[config.mk]
export PLATFORM = sky130hd
export DESIGN_NAME = bfp_core
export DESIGN_NICKNAME = d
export VERILOG_FILES = /design/src/common/bfp_pkg.sv /design/src/core/bfp_core.sv
export SDC_FILE = /design/constraint.sdc
export NUM_CORES = 1
export LEC_CHECK = 0
export BUFFER_PORTS_ARGS = -buffer_cell sky130_fd_sc_hd__buf_2
export CORE_UTILIZATION = 60
export CTS_CLUSTER_DIAMETER = 150
export DETAILED_ROUTE_END_ITERATION = 10
export GPL_TIMING_DRIVEN = 0
export PLACE_DENSITY_LB_ADDON = 0.12
export SLEW_MARGIN = 20
export SYNTH_ARGS = -nofsm -noshare
export SYNTH_HDL_FRONTEND = slang
export SYNTH_SLANG_ARGS = --single-unit
[constraint.sdc]
create_clock -name sys_clk -period 17.35 [get_ports sys_clk]
set_clock_uncertainty 0.1 [all_clocks]
set_input_delay 3.47 -clock sys_clk [delete_from_list [all_inputs] [get_ports sys_clk]]
set_output_delay 3.47 -clock sys_clk [all_outputs]
set_load 0.05 [all_outputs]
[src/common/bfp_pkg.sv]
// Constants and carrier types for the breaker-failure pickup timing block
package bfp_pkg;

  // Timing: program cycle of 5 ms on a 4 ns system clock
  localparam int unsigned CLK_PERIOD_PS  = 4000;
  localparam int unsigned PROG_CYCLE_MS  = 5;
  // Divide first: the plain product would overflow 32 bits
  localparam int unsigned TICK_CYCLES    =
    PROG_CYCLE_MS * (1000000000 / CLK_PERIOD_PS);
  localparam int unsigned TICK_W         = 21;

  // Widths
  localparam int unsigned MAG_W  = 16;  // Magnitudes in 0.001 x In
  localparam int unsigned DLY_W  = 19;  // Delays in 5 ms steps
  localparam int unsigned ADDR_W = 8;

  // Register byte addresses
  localparam logic [7:0] CTRL_ADDR       = 8'h00;
  localparam logic [7:0] PHASE_THR_ADDR  = 8'h04;
  localparam logic [7:0] RESID_THR_ADDR  = 8'h08;
  localparam logic [7:0] RETRIP_DLY_ADDR = 8'h0C;
  localparam logic [7:0] BF_DLY_ADDR     = 8'h10;
  localparam logic [7:0] STATUS_ADDR     = 8'h14;

  // Control field positions
  localparam int unsigned MODE_LSB    = 0;   // 4 bits
  localparam int unsigned RSEL_LSB    = 4;   // 2 bits
  localparam int unsigned RETRIP_BIT  = 6;
  localparam int unsigned FORCE_BIT   = 7;
  localparam int unsigned FSTAT_LSB   = 8;   // 3 bits
  localparam int unsigned SWBLK_BIT   = 11;
  localparam int unsigned BEHAV_LSB   = 12;  // 3 bits

  // Reset values
  localparam logic [3:0]       MODE_RST       = 4'h0;
  localparam logic [1:0]       RSEL_RST       = 2'h0;
  localparam logic             RETRIP_EN_RST  = 1'b1;
  localparam logic [2:0]       BEHAV_RST      = 3'h1;
  localparam logic [MAG_W-1:0] PHASE_THR_RST  = 16'h0014; // 0.20 in 0.01
  localparam logic [MAG_W-1:0] RESID_THR_RST  = 16'h04B0; // 1.200 in 0.001
  localparam logic [DLY_W-1:0] RETRIP_DLY_RST = 19'h00014; // 0.100 s
  localparam logic [DLY_W-1:0] BF_DLY_RST     = 19'h00028; // 0.200 s

  // Threshold arithmetic: phase step is ten residual steps, 97 % reset
  localparam logic [7:0] PHASE_SCALE = 8'h0A;
  localparam logic [7:0] PCT_FULL    = 8'h64;
  localparam logic [7:0] PCT_RESET   = 8'h61;

  // Residual source codes
  localparam logic [1:0] RSEL_NONE  = 2'h0;
  localparam logic [1:0] RSEL_FIRST = 2'h1;
  localparam logic [1:0] RSEL_SECND = 2'h2;
  localparam logic [1:0] RSEL_CALC  = 2'h3;

  // Condition codes
  localparam logic [2:0] COND_NORMAL  = 3'h0;
  localparam logic [2:0] COND_START   = 3'h1;
  localparam logic [2:0] COND_RETRIP  = 3'h2;
  localparam logic [2:0] COND_BF      = 3'h3;
  localparam logic [2:0] COND_BLOCKED = 3'h4;

  // Behaviour codes
  localparam logic [2:0] BEH_ON       = 3'h1;
  localparam logic [2:0] BEH_BLOCKED  = 3'h2;
  localparam logic [2:0] BEH_TEST     = 3'h3;
  localparam logic [2:0] BEH_TEST_BLK = 3'h4;
  localparam logic [2:0] BEH_OFF      = 3'h5;

  typedef enum logic [3:0] {
    MODE_CUR, MODE_DO, MODE_SIG, MODE_CUR_AND_DO, MODE_CUR_OR_DO,
    MODE_CUR_AND_SIG, MODE_CUR_OR_SIG, MODE_SIG_AND_DO, MODE_SIG_OR_DO,
    MODE_CUR_OR_SIG_B, MODE_ALL_AND
  } bfp_mode_type;

  // Measurement inputs, refreshed every program cycle
  typedef struct packed {
    logic [MAG_W-1:0] phase1;
    logic [MAG_W-1:0] phase2;
    logic [MAG_W-1:0] phase3;
    logic [MAG_W-1:0] first_residual_input;
    logic [MAG_W-1:0] second_residual_input;
    logic [MAG_W-1:0] calculated_residual;
  } bfp_meas_type;

  // Event record: blocking or start, with fault type and currents
  typedef struct packed {
    logic             valid;
    logic             is_block;
    logic [3:0]       fault_type;   // Bit 3 residual, bits 2..0 phases
    logic [MAG_W-1:0] phase1;
    logic [MAG_W-1:0] phase2;
    logic [MAG_W-1:0] phase3;
  } bfp_event_type;

endpackage

[src/core/bfp_core.sv]
// Breaker-failure pickup, blocking, delay timers and register port
//
// Behaviour
// - Current pick-up when any one, two or three phases exceed threshold.
// - Release only below 97 % of the threshold setting.
// - One phase threshold shared by all three phases.
// - Residual source: 0 unused, 1 first, 2 second, 3 calculated.
// - Mode codes 0..10 select current, output, signal combinations.
// - Phase threshold in 0.01 x In steps, default 0.20.
// - Residual threshold in 0.001 x In steps, default 1.200.
// - Start only on pick-up while blocking is inactive.
// - Signal criterion picks up in the same evaluation, no delay.
// - Blocking input sampled at every program cycle start.
// - Blocked pick-up raises blocked, starts no timer.
// - Blocking during start drops start and resets timers.
// - Blocking issues an event with currents and fault type.
// - Retrip and breaker-failure timers start from the same pick-up.
// - Retrip enable, default yes; disabled means no retrip output.
// - Retrip after start persists retrip delay; 5 ms steps, 0.100 s.
// - Breaker failure after its delay; default 0.200 s.
// - Condition code: 0 normal, 1 start, 2 retrip, 3 failure, 4 blocked.
// - Behaviour code: 1 on, 2 blocked, 3 test, 4 test/blocked, 5 off.
// - With forcing enabled a software switch drives blocking.
// - Current-only: timers clear once current falls below 97 % of threshold.
// - Inputs refreshed on the 5 ms time base.
// - Forcing imposes status 0..4 from the force select.
`timescale 1ns/1ps
module bfp_core #(
  parameter int unsigned TICK_CYCLES = bfp_pkg::TICK_CYCLES
) (
  input  wire  logic                       sys_clk,
  input  wire  logic                       rst_b,
  input  wire  logic [bfp_pkg::ADDR_W-1:0] reg_addr,
  input  wire  logic [31:0]                reg_wdata,
  input  wire  logic                       reg_wr,
  input  wire  logic                       reg_rd,
  output logic       [31:0]                reg_rdata,
  input  wire  bfp_pkg::bfp_meas_type      meas,
  input  wire  logic                       do_monitor,
  input  wire  logic                       signal_monitor,
  input  wire  logic                       block_in,
  output logic                             start_out,
  output logic                             retrip_out,
  output logic                             breaker_failure_output,
  output logic                             blocked_out,
  output logic       [2:0]                 condition_code,
  output logic       [2:0]                 behaviour_code,
  output bfp_pkg::bfp_event_type           event_out
);
  import bfp_pkg::*;

  // Mode decoding, used by the pick-up evaluation
  function automatic logic mode_eval(input logic [3:0] m, input logic c,
                                     input logic d, input logic s);
    logic r;
    r = 1'b0;
    case (m)
      MODE_CUR:          r = c;
      MODE_DO:           r = d;
      MODE_SIG:          r = s;
      MODE_CUR_AND_DO:   r = c & d;
      MODE_CUR_OR_DO:    r = c | d;
      MODE_CUR_AND_SIG:  r = c & s;
      MODE_CUR_OR_SIG:   r = c | s;
      MODE_SIG_AND_DO:   r = s & d;
      MODE_SIG_OR_DO:    r = s | d;
      MODE_CUR_OR_SIG_B: r = c | s;
      MODE_ALL_AND:      r = c & d & s;
      default:           r = 1'b0;
    endcase
    return r;
  endfunction

  // Register state
  logic [15:0]      ctrl_reg;
  logic [MAG_W-1:0] phase_thr_reg;
  logic [MAG_W-1:0] resid_thr_reg;
  logic [DLY_W-1:0] retrip_dly_reg;
  logic [DLY_W-1:0] bf_dly_reg;
  logic [TICK_W-1:0] tick_cnt_reg;
  logic             tick_reg;
  logic [3:0]       pick_reg;
  logic [DLY_W-1:0] timer_reg;
  logic             start_reg;
  logic             retrip_reg;
  logic             bf_reg;
  logic             blocked_reg;

  // Control fields
  wire logic [3:0] mode_sel      = ctrl_reg[MODE_LSB +: 4];
  wire logic [1:0] residual_source_select = ctrl_reg[RSEL_LSB +: 2];
  wire logic       retrip_en     = ctrl_reg[RETRIP_BIT];
  wire logic       force_en      = ctrl_reg[FORCE_BIT];
  wire logic [2:0] forced_status_select = ctrl_reg[FSTAT_LSB +: 3];
  wire logic       sw_block      = ctrl_reg[SWBLK_BIT];
  wire logic [2:0] behav_set     = ctrl_reg[BEHAV_LSB +: 3];

  // Program-cycle tick divider; long count shortened by the parameter
  localparam logic [TICK_W-1:0] TICK_LAST = TICK_W'(TICK_CYCLES - 1);
  wire logic tick_wrap = (tick_cnt_reg == TICK_LAST);
  always_ff @(posedge sys_clk) begin
    if (!rst_b) begin
      tick_cnt_reg <= '0;
      tick_reg     <= 1'b0;
    end else begin
      tick_cnt_reg <= tick_wrap ? '0 : tick_cnt_reg + 1'b1;
      tick_reg     <= tick_wrap;
    end
  end

  // Channel magnitudes and thresholds in 0.001 x In
  wire logic [MAG_W-1:0] phase_thr_milli =
    MAG_W'(phase_thr_reg * PHASE_SCALE);
  logic [MAG_W-1:0] resid_mag;
  always_comb begin
    case (residual_source_select)
      RSEL_FIRST: resid_mag = meas.first_residual_input;
      RSEL_SECND: resid_mag = meas.second_residual_input;
      RSEL_CALC:  resid_mag = meas.calculated_residual;
      default:    resid_mag = '0;
    endcase
  end
  wire logic [MAG_W-1:0] measured_magnitude [4] = '{
    meas.phase1, meas.phase2, meas.phase3, resid_mag};
  wire logic [MAG_W-1:0] ch_thr [4] = '{
    phase_thr_milli, phase_thr_milli, phase_thr_milli,
    resid_thr_reg};
  wire logic [3:0] ch_enable = {residual_source_select != RSEL_NONE,
                                3'b111};

  // Comparator with 97 % hysteresis per channel
  logic [3:0] pick_next;
  genvar g;
  generate
    for (g = 0; g < 4; g++) begin : g_chan
      // Widen before multiplying so large currents do not wrap
      wire logic [23:0] mag_pct = 24'(measured_magnitude[g]) * 24'(PCT_FULL);
      wire logic [23:0] rel_pct = 24'(ch_thr[g]) * 24'(PCT_RESET);
      wire logic above = measured_magnitude[g] > ch_thr[g];
      wire logic below = mag_pct < rel_pct;
      assign pick_next[g] = ch_enable[g] &
                            (pick_reg[g] ? !below : above);
    end
  endgenerate

  // Criteria and mode combination, all from this evaluation's inputs
  wire logic crit_cur  = |pick_next;
  wire logic pickup    = mode_eval(mode_sel, crit_cur, do_monitor,
                                   signal_monitor);
  wire logic beh_block = (behav_set == BEH_BLOCKED) ||
                         (behav_set == BEH_TEST_BLK);
  wire logic beh_off   = (behav_set == BEH_OFF);
  // Software switch replaces the matrix input during commissioning
  wire logic block_eff = (force_en ? sw_block : block_in) | beh_block;
  wire logic start_now = pickup & !block_eff & !beh_off;
  wire logic blk_now   = pickup &  block_eff & !beh_off;
  // One counter times both delays since they share a start
  wire logic [DLY_W-1:0] timer_next =
    start_now ? ((&timer_reg) ? timer_reg : timer_reg + 1'b1) : '0;

  // Evaluation at each program-cycle tick
  always_ff @(posedge sys_clk) begin
    if (!rst_b) begin
      pick_reg    <= '0;
      timer_reg   <= '0;
      start_reg   <= 1'b0;
      retrip_reg  <= 1'b0;
      bf_reg      <= 1'b0;
      blocked_reg <= 1'b0;
    end else if (tick_reg) begin
      pick_reg    <= pick_next;
      timer_reg   <= timer_next;
      start_reg   <= start_now;
      // Elapsed ticks before this one, so a delay of D fires D ticks after start
      retrip_reg  <= start_now & retrip_en &
                     (timer_reg >= retrip_dly_reg);
      bf_reg      <= start_now & (timer_reg >= bf_dly_reg);
      blocked_reg <= blk_now;
    end
  end

  // Forced status overrides the live result while forcing is enabled
  wire logic f_start = (forced_status_select == COND_START) ||
                       (forced_status_select == COND_RETRIP) ||
                       (forced_status_select == COND_BF);
  wire logic st_o  = force_en ? f_start : start_reg;
  wire logic rt_o  = force_en ? (forced_status_select == COND_RETRIP)
                              : retrip_reg;
  wire logic bf_o  = force_en ? (forced_status_select == COND_BF)
                              : bf_reg;
  wire logic bl_o  = force_en ? (forced_status_select == COND_BLOCKED)
                              : blocked_reg;
  wire logic [2:0] cond_next = bl_o ? COND_BLOCKED :
                               bf_o ? COND_BF :
                               rt_o ? COND_RETRIP :
                               st_o ? COND_START : COND_NORMAL;
  wire logic test_mode = (behav_set == BEH_TEST) ||
                         (behav_set == BEH_TEST_BLK);
  // Behaviour reported: test and blocking are folded together
  wire logic [2:0] behav_next =
    beh_off ? BEH_OFF :
    test_mode ? (block_eff ? BEH_TEST_BLK : BEH_TEST) :
    (block_eff ? BEH_BLOCKED : BEH_ON);

  // Event on each rising start or blocked indication
  wire logic blk_rise   = blk_now & !blocked_reg;
  wire logic start_rise = start_now & !start_reg;

  // Outputs all leave from flip-flops
  always_ff @(posedge sys_clk) begin
    if (!rst_b) begin
      start_out              <= 1'b0;
      retrip_out             <= 1'b0;
      breaker_failure_output <= 1'b0;
      blocked_out            <= 1'b0;
      condition_code         <= COND_NORMAL;
      behaviour_code         <= BEH_ON;
    end else begin
      start_out              <= st_o;
      retrip_out             <= rt_o & retrip_en;
      breaker_failure_output <= bf_o;
      blocked_out            <= bl_o;
      condition_code         <= cond_next;
      behaviour_code         <= behav_next;
    end
  end

  // Event record carries startup currents and faulted channels
  always_ff @(posedge sys_clk) begin
    if (!rst_b) begin
      event_out <= '0;
    end else begin
      event_out.valid <= tick_reg & (blk_rise | start_rise);
      if (tick_reg & (blk_rise | start_rise)) begin
        event_out.is_block   <= blk_rise;
        event_out.fault_type <= pick_next;
        event_out.phase1     <= meas.phase1;
        event_out.phase2     <= meas.phase2;
        event_out.phase3     <= meas.phase3;
      end
    end
  end

  // Register writes; thresholds and delays steer the evaluation
  wire logic [15:0] ctrl_rst = {1'b0, BEHAV_RST, 4'h0, 1'b0,
                                RETRIP_EN_RST, RSEL_RST, MODE_RST};
  always_ff @(posedge sys_clk) begin
    if (!rst_b) begin
      ctrl_reg       <= ctrl_rst;
      phase_thr_reg  <= PHASE_THR_RST;
      resid_thr_reg  <= RESID_THR_RST;
      retrip_dly_reg <= RETRIP_DLY_RST;
      bf_dly_reg     <= BF_DLY_RST;
    end else if (reg_wr) begin
      case (reg_addr)
        CTRL_ADDR:       ctrl_reg       <= reg_wdata[15:0];
        PHASE_THR_ADDR:  phase_thr_reg  <= reg_wdata[MAG_W-1:0];
        RESID_THR_ADDR:  resid_thr_reg  <= reg_wdata[MAG_W-1:0];
        RETRIP_DLY_ADDR: retrip_dly_reg <= reg_wdata[DLY_W-1:0];
        BF_DLY_ADDR:     bf_dly_reg     <= reg_wdata[DLY_W-1:0];
        default:         ;
      endcase
    end
  end

  // Read decode; unmapped addresses read zero
  logic [31:0] rdata_next;
  always_comb begin
    case (reg_addr)
      CTRL_ADDR:       rdata_next = {16'h0000, ctrl_reg};
      PHASE_THR_ADDR:  rdata_next = {16'h0000, phase_thr_reg};
      RESID_THR_ADDR:  rdata_next = {16'h0000, resid_thr_reg};
      RETRIP_DLY_ADDR: rdata_next = {13'h0000, retrip_dly_reg};
      BF_DLY_ADDR:     rdata_next = {13'h0000, bf_dly_reg};
      STATUS_ADDR:     rdata_next = {16'h0000, pick_reg, 1'b0,
                                     behaviour_code, 1'b0, condition_code,
                                     blocked_out, breaker_failure_output,
                                     retrip_out, start_out};
      default:         rdata_next = 32'h0000_0000;
    endcase
  end
  always_ff @(posedge sys_clk) begin
    if (!rst_b) begin
      reg_rdata <= '0;
    end else begin
      reg_rdata <= reg_rd ? rdata_next : '0;
    end
  end

  // Checks on the evaluation and the outputs
  property p_start_needs_free;
    @(posedge sys_clk) disable iff (!rst_b)
      tick_reg && pickup && block_eff |=> !start_reg && !(|timer_reg);
  endproperty
  a_start_needs_free: assert property (p_start_needs_free)
    else $error("start or timer with blocking active");

  property p_block_drop;
    @(posedge sys_clk) disable iff (!rst_b)
      start_reg && tick_reg && block_eff |=> !start_reg && !retrip_reg;
  endproperty
  a_block_drop: assert property (p_block_drop)
    else $error("start survived blocking");

  property p_signal_immediate;
    @(posedge sys_clk) disable iff (!rst_b)
      tick_reg && mode_sel == MODE_SIG && signal_monitor && !block_eff &&
      !beh_off |=> start_reg;
  endproperty
  a_signal_immediate: assert property (p_signal_immediate)
    else $error("signal pick-up delayed");

  property p_retrip_timing;
    @(posedge sys_clk) disable iff (!rst_b)
      $rose(retrip_reg) |-> $past(timer_reg) >= $past(retrip_dly_reg) &&
        start_reg;
  endproperty
  a_retrip_timing: assert property (p_retrip_timing)
    else $error("retrip before its delay");

  property p_bf_timing;
    @(posedge sys_clk) disable iff (!rst_b)
      $rose(bf_reg) |-> $past(timer_reg) >= $past(bf_dly_reg) &&
        start_reg;
  endproperty
  a_bf_timing: assert property (p_bf_timing)
    else $error("breaker failure before its delay");

  property p_retrip_off;
    @(posedge sys_clk) disable iff (!rst_b)
      !retrip_en |=> !retrip_out;
  endproperty
  a_retrip_off: assert property (p_retrip_off)
    else $error("retrip output while disabled");

  property p_timer_reload;
    @(posedge sys_clk) disable iff (!rst_b)
      tick_reg && !start_now |=> timer_reg == '0 ##1 !bf_reg;
  endproperty
  a_timer_reload: assert property (p_timer_reload)
    else $error("timer kept count after condition dropped");

  property p_cond_code;
    @(posedge sys_clk) disable iff (!rst_b)
      !force_en && $past(!force_en) && blocked_reg
        |=> condition_code == COND_BLOCKED;
  endproperty
  a_cond_code: assert property (p_cond_code)
    else $error("blocked not reported in condition code");

  property p_force_status;
    @(posedge sys_clk) disable iff (!rst_b)
      force_en && forced_status_select == COND_BF
        |=> breaker_failure_output && start_out;
  endproperty
  a_force_status: assert property (p_force_status)
    else $error("forced failure status not shown");

  property p_tick_period;
    @(posedge sys_clk) disable iff (!rst_b)
      tick_reg |=> !tick_reg;
  endproperty
  a_tick_period: assert property (p_tick_period)
    else $error("program tick longer than one cycle");

  c_retrip: cover property (@(posedge sys_clk) disable iff (!rst_b)
    $rose(retrip_out));
  c_bf: cover property (@(posedge sys_clk) disable iff (!rst_b)
    $rose(breaker_failure_output));
  c_blocked_event: cover property (@(posedge sys_clk) disable iff (!rst_b)
    event_out.valid && event_out.is_block);
  c_block_during_start: cover property (@(posedge sys_clk)
    disable iff (!rst_b) start_reg ##1 tick_reg && block_eff);

endmodule

==> out/qor.yml <==
pwr:
  netSwitchingFraction_pct: 34.29
  pd_cells_nw_per_um2: 61.13
  power_frac_clock_pct: 33.5
  total_leakage_power_nw: 13.39
  p_int_mw: 1.063
  vdd_drop_max_mv: 0.07044
  power.sequential.fraction_pct: 30.9
  combinationalPowerShare_pct: 35.6
  p_switching_mw: 0.5548
hold_path:
  timing.hold.worst_endpoint: "tick_cnt_reg[0]$_SDFF_PP0_"
  timing.hold.worst_path_depth: 1
  holdCritPathClass: "register to register"
  min-delay-start: "tick_cnt_reg[0]$_SDFF_PP0_"
sta:
  setup_repair_after_global_routing_missed_its_margin: "no"
  timing.final.setup_violations: 0
  max_slew.worst_pin.slew_ps: 1203
  fmax_mhz: 93.94
  tns_ps: 0
  timing.final.crit_share_pct: 61.36
  drv_slew: 0
  post-route-min-period_ps: 10650
  final_hold_viol_count: 0
  relSlewSlack_pct: 19.53
floorplanning:
  die_w_um: 201.4
  placementRows: 72
  die-area_sq_um: 40560
  ios: 239
  die_height_um: 201.4
  placeableCoreArea_sq_um: 38920
  floorplan.initialDensity_pct: 61.30
yosys:
  asyncSetResetFlopFracSynth_pct: 0
  netlist_area_sq_um: 23860
  post_synth.cell_area_avg_sq_um: 8.356
  synth.yosys.seq_area_share_pct: 18.21
  synth_warn: 0
  most_instantiated_flip_flop_cell_in_the_synthesis_netlist: "sky130_fd_sc_hd__dfxtp_1"
  synth_seq_cells: 217
  synth_cell_types: 87
  synth_edf_count: 0
  post_synth_inst_count: 2855
clock_network:
  clock_tree.root_cell: "sky130_fd_sc_hd__clkbuf_16"
  post_cts_hold_buffer_count: 0
  cts_tree: "built"
  cts.path.max_buffers: 3
  clk_transition_reported_paths_ps: 60
  htreeDepth: 1
  cts_made_buffers: 24
  tritoncts_num_sinks: 217
  post_cts.repair.setup_buffers: 0
  postCtsResizedCells: 0
  clkLatencyLatePin_ps: 560
route:
  post_drt_wl_per_cell_um: 18.80
  detail_route.wirelength_um: 68420
  first_iter_violations: 1315
  avgViaCountPerCell: 5.954
  final_antenna_net_count: 0
  detail_route.first_pass.iterations: 5
  vias: 21670
  drc_violations: 0
critical_path:
  timing.critical_path.to_type: "register"
  crit_type: "input pin to register"
  cp.buffers_inverters: 1
  reg2reg_depth: 32
  crit_path_start_kind: "input pin"
  worst_path_most_repeated_cell: "sky130_fd_sc_hd__a21oi_1"
  worstSetupStartpoint: "meas[3]"
  worst_reg2reg_endpoint: "timer_reg[6]$_SDFFE_PN0P_"
  setup.reg_to_reg.worst_slack_ps: 7590
  worstPathRequired_ps: 17720
  timing.critical_path.max_delay_family: "compound AO/OA/AOI/OAI gates"
  worst_path_max_delay_cell: "sky130_fd_sc_hd__o31ai_1"
  critical_path_arrival_ps: 11020
  critical_path.max_stage_delay_ps: 870
  beginning_of_the_worst_register_to_register_path: "phase_thr_reg[0]$_SDFFE_PN0P_"
  timing.critical_path.fanout_max: 9
global_route:
  grt_overflow_total: 0
  grt_pass1_wl_um: 108300
  grt_usage_pct: 33.43
  grt_antenna_before_repair: 0
  grt_max_degree: 15
  number_of_global_route_vias_before_repair: 21050
layout:
  synthToLayoutAreaGrowth_pct: 10.95
  layout.filler_cells: 3329
  nets: 3835
  number_of_flip_flops_in_the_largest_register: 54
  post-route-cell-area_sq_um: 26470
  proportion_of_layout_cells_with_a_drive_suffix_above_1_pct: 11.28
flow_run:
  max_cap_viol_count: 0
placed_design:
  buffer_ports.inserted: 211
  gp_routability_congestion: 0.9702
  dpl.hpwl_um: 56150
  placement.cell_area_sq_um: 25620
status:
  run_status: "completed"
-- logic make-up (layout without fill, tap and decap cells) --
family / count (synthesis) / in the layout / synth area share, %
buffers and inverters: 472 / 725 / 7.836
xor gates and xnor gates: 129 / 129 / 4.799
other: 1 / 14 / 0.01572
muxes: 40 / 40 / 2.496
and+or+nand+nor: 735 / 735 / 14.16
AOI/OAI and AO/OA: 667 / 667 / 19.51
DFF: 217 / 217 / 18.21
adders and majority gates: 594 / 594 / 32.98
-- worst max-delay path by stage --
| stage | endpoint | slack (ps) | cells after the start |
|---|---|---|---|
| 2_1_floorplan | event_out[0]$_SDFFE_PN0P_ | 7690 | 30 |
| 3_3_place_gp | timer_reg[6]$_SDFFE_PN0P_ | 6270 | 30 |
| 3_5_place_dp | timer_reg[6]$_SDFFE_PN0P_ | 6160 | 30 |
| 4_1_cts | timer_reg[6]$_SDFFE_PN0P_ | 6730 | 30 |
| 5_1_grt | timer_reg[6]$_SDFFE_PN0P_ | 6260 | 29 |
| 6_report | timer_reg[6]$_SDFFE_PN0P_ | 6700 | 30 |
-- stage by stage --
stage / instances / setup WS, ps / power [mW] / util, % / hold WS (ps)
finish: 3639 / 6705 / 1.618 / 68.01 / 365.6
global route: 3638 / 6264 / 1.716 / 68.00 / 398.8
CTS: 3638 / 6733 / 1.618 / 68.00 / 368.5
detailed placement: 3596 / 6161 / 1.077 / 65.83 / 356.3
global placement: 3596 / 6268 / 1.055 / 65.80 / 338.8
floorplan: 2867 / 7692 / 0.9436 / - / 326.2
-- layout make-up --
cell class / instances / area [sq um] / area share [%]
sequential: 217 / 4344 / 16.41
multi-input combinational: 2178 / 17700 / 66.89
inverter: 378 / 1419 / 5.361
tap: 518 / 648.1 / 2.449
buffer: 94 / 450.4 / 1.702
timing repair buffer: 211 / 1056 / 3.990
clock buffer: 30 / 663.1 / 2.505
antenna: 1 / 2.502 / 0.009454
clock inverter: 12 / 181.4 / 0.6854
-- metal layers --
metal,vias to the layer above,wire length [um],global-route usage [%]
met5,-,0,0
met4,0,3862,17.07
met3,213,4102,3.741
met2,769,32440,58.07
met1,10170,28010,40.71
li1,10510,-,-
-- layout by cell type (no fill, tap or decap), types with 19 or more instances in the layout --
cell and n:
sky130_fd_sc_hd__ha_1 528, sky130_fd_sc_hd__inv_1 377, sky130_fd_sc_hd__nand2_1 323, sky130_fd_sc_hd__buf_2 217, sky130_fd_sc_hd__dfxtp_1 217, sky130_fd_sc_hd__nor2_1 146, sky130_fd_sc_hd__a21oi_1 141, sky130_fd_sc_hd__o21ai_0 93
sky130_fd_sc_hd__a21boi_0 81, sky130_fd_sc_hd__xnor2_1 77, sky130_fd_sc_hd__clkbuf_1 62, sky130_fd_sc_hd__fa_1 60, sky130_fd_sc_hd__nand3_1 55, sky130_fd_sc_hd__xor2_1 48, sky130_fd_sc_hd__a21o_1 47, sky130_fd_sc_hd__o21a_1 38
sky130_fd_sc_hd__nand4_1 36, sky130_fd_sc_hd__nand2b_1 33, sky130_fd_sc_hd__o211ai_1 33, sky130_fd_sc_hd__a22oi_1 30, sky130_fd_sc_hd__and3_1 29, sky130_fd_sc_hd__a31o_1 26, sky130_fd_sc_hd__clkbuf_16 24, sky130_fd_sc_hd__nor2b_1 23
sky130_fd_sc_hd__nor3_1 22, sky130_fd_sc_hd__a211oi_1 20, sky130_fd_sc_hd__or3_1 20, sky130_fd_sc_hd__a31o_2 19
-- cells in the mapped netlist (all sizes together), types with 17 or more instances --
cell type / n / area share (%)
a211oi: 20 / 0.63
a21boi: 81 / 2.5
a21o: 47 / 1.5
a21oi: 141 / 3.0
a22oi: 30 / 0.94
a31o: 45 / 1.7
a31oi: 17 / 0.45
and2: 18 / 0.47
and3: 29 / 0.76
buf: 34 / 0.94
clkbuf: 60 / 0.94
dfxtp: 217 / 18
fa: 60 / 5.0
ha: 528 / 28
inv: 377 / 5.9
nand2: 323 / 5.1
nand2b: 33 / 0.87
nand3: 55 / 1.2
nand4: 36 / 0.94
nor2: 146 / 2.3
nor2b: 23 / 0.60
nor3: 22 / 0.46
o211ai: 33 / 1.0
o21a: 38 / 1.2
o21ai: 101 / 2.2
or3: 20 / 0.52
xnor2: 79 / 2.9
xor2: 50 / 1.9
-- power groups by stage --
stage          clock, mW  sequential [mW]  combinational, mW
6_report           0.542            0.501              0.575
5_1_grt            0.564            0.500              0.651
2_1_floorplan          0            0.512              0.431
3_5_place_dp           0            0.512              0.565
4_1_cts            0.547            0.501              0.571
3_3_place_gp           0            0.512              0.544
No activity file was read; power rests on OpenSTA's default activity.
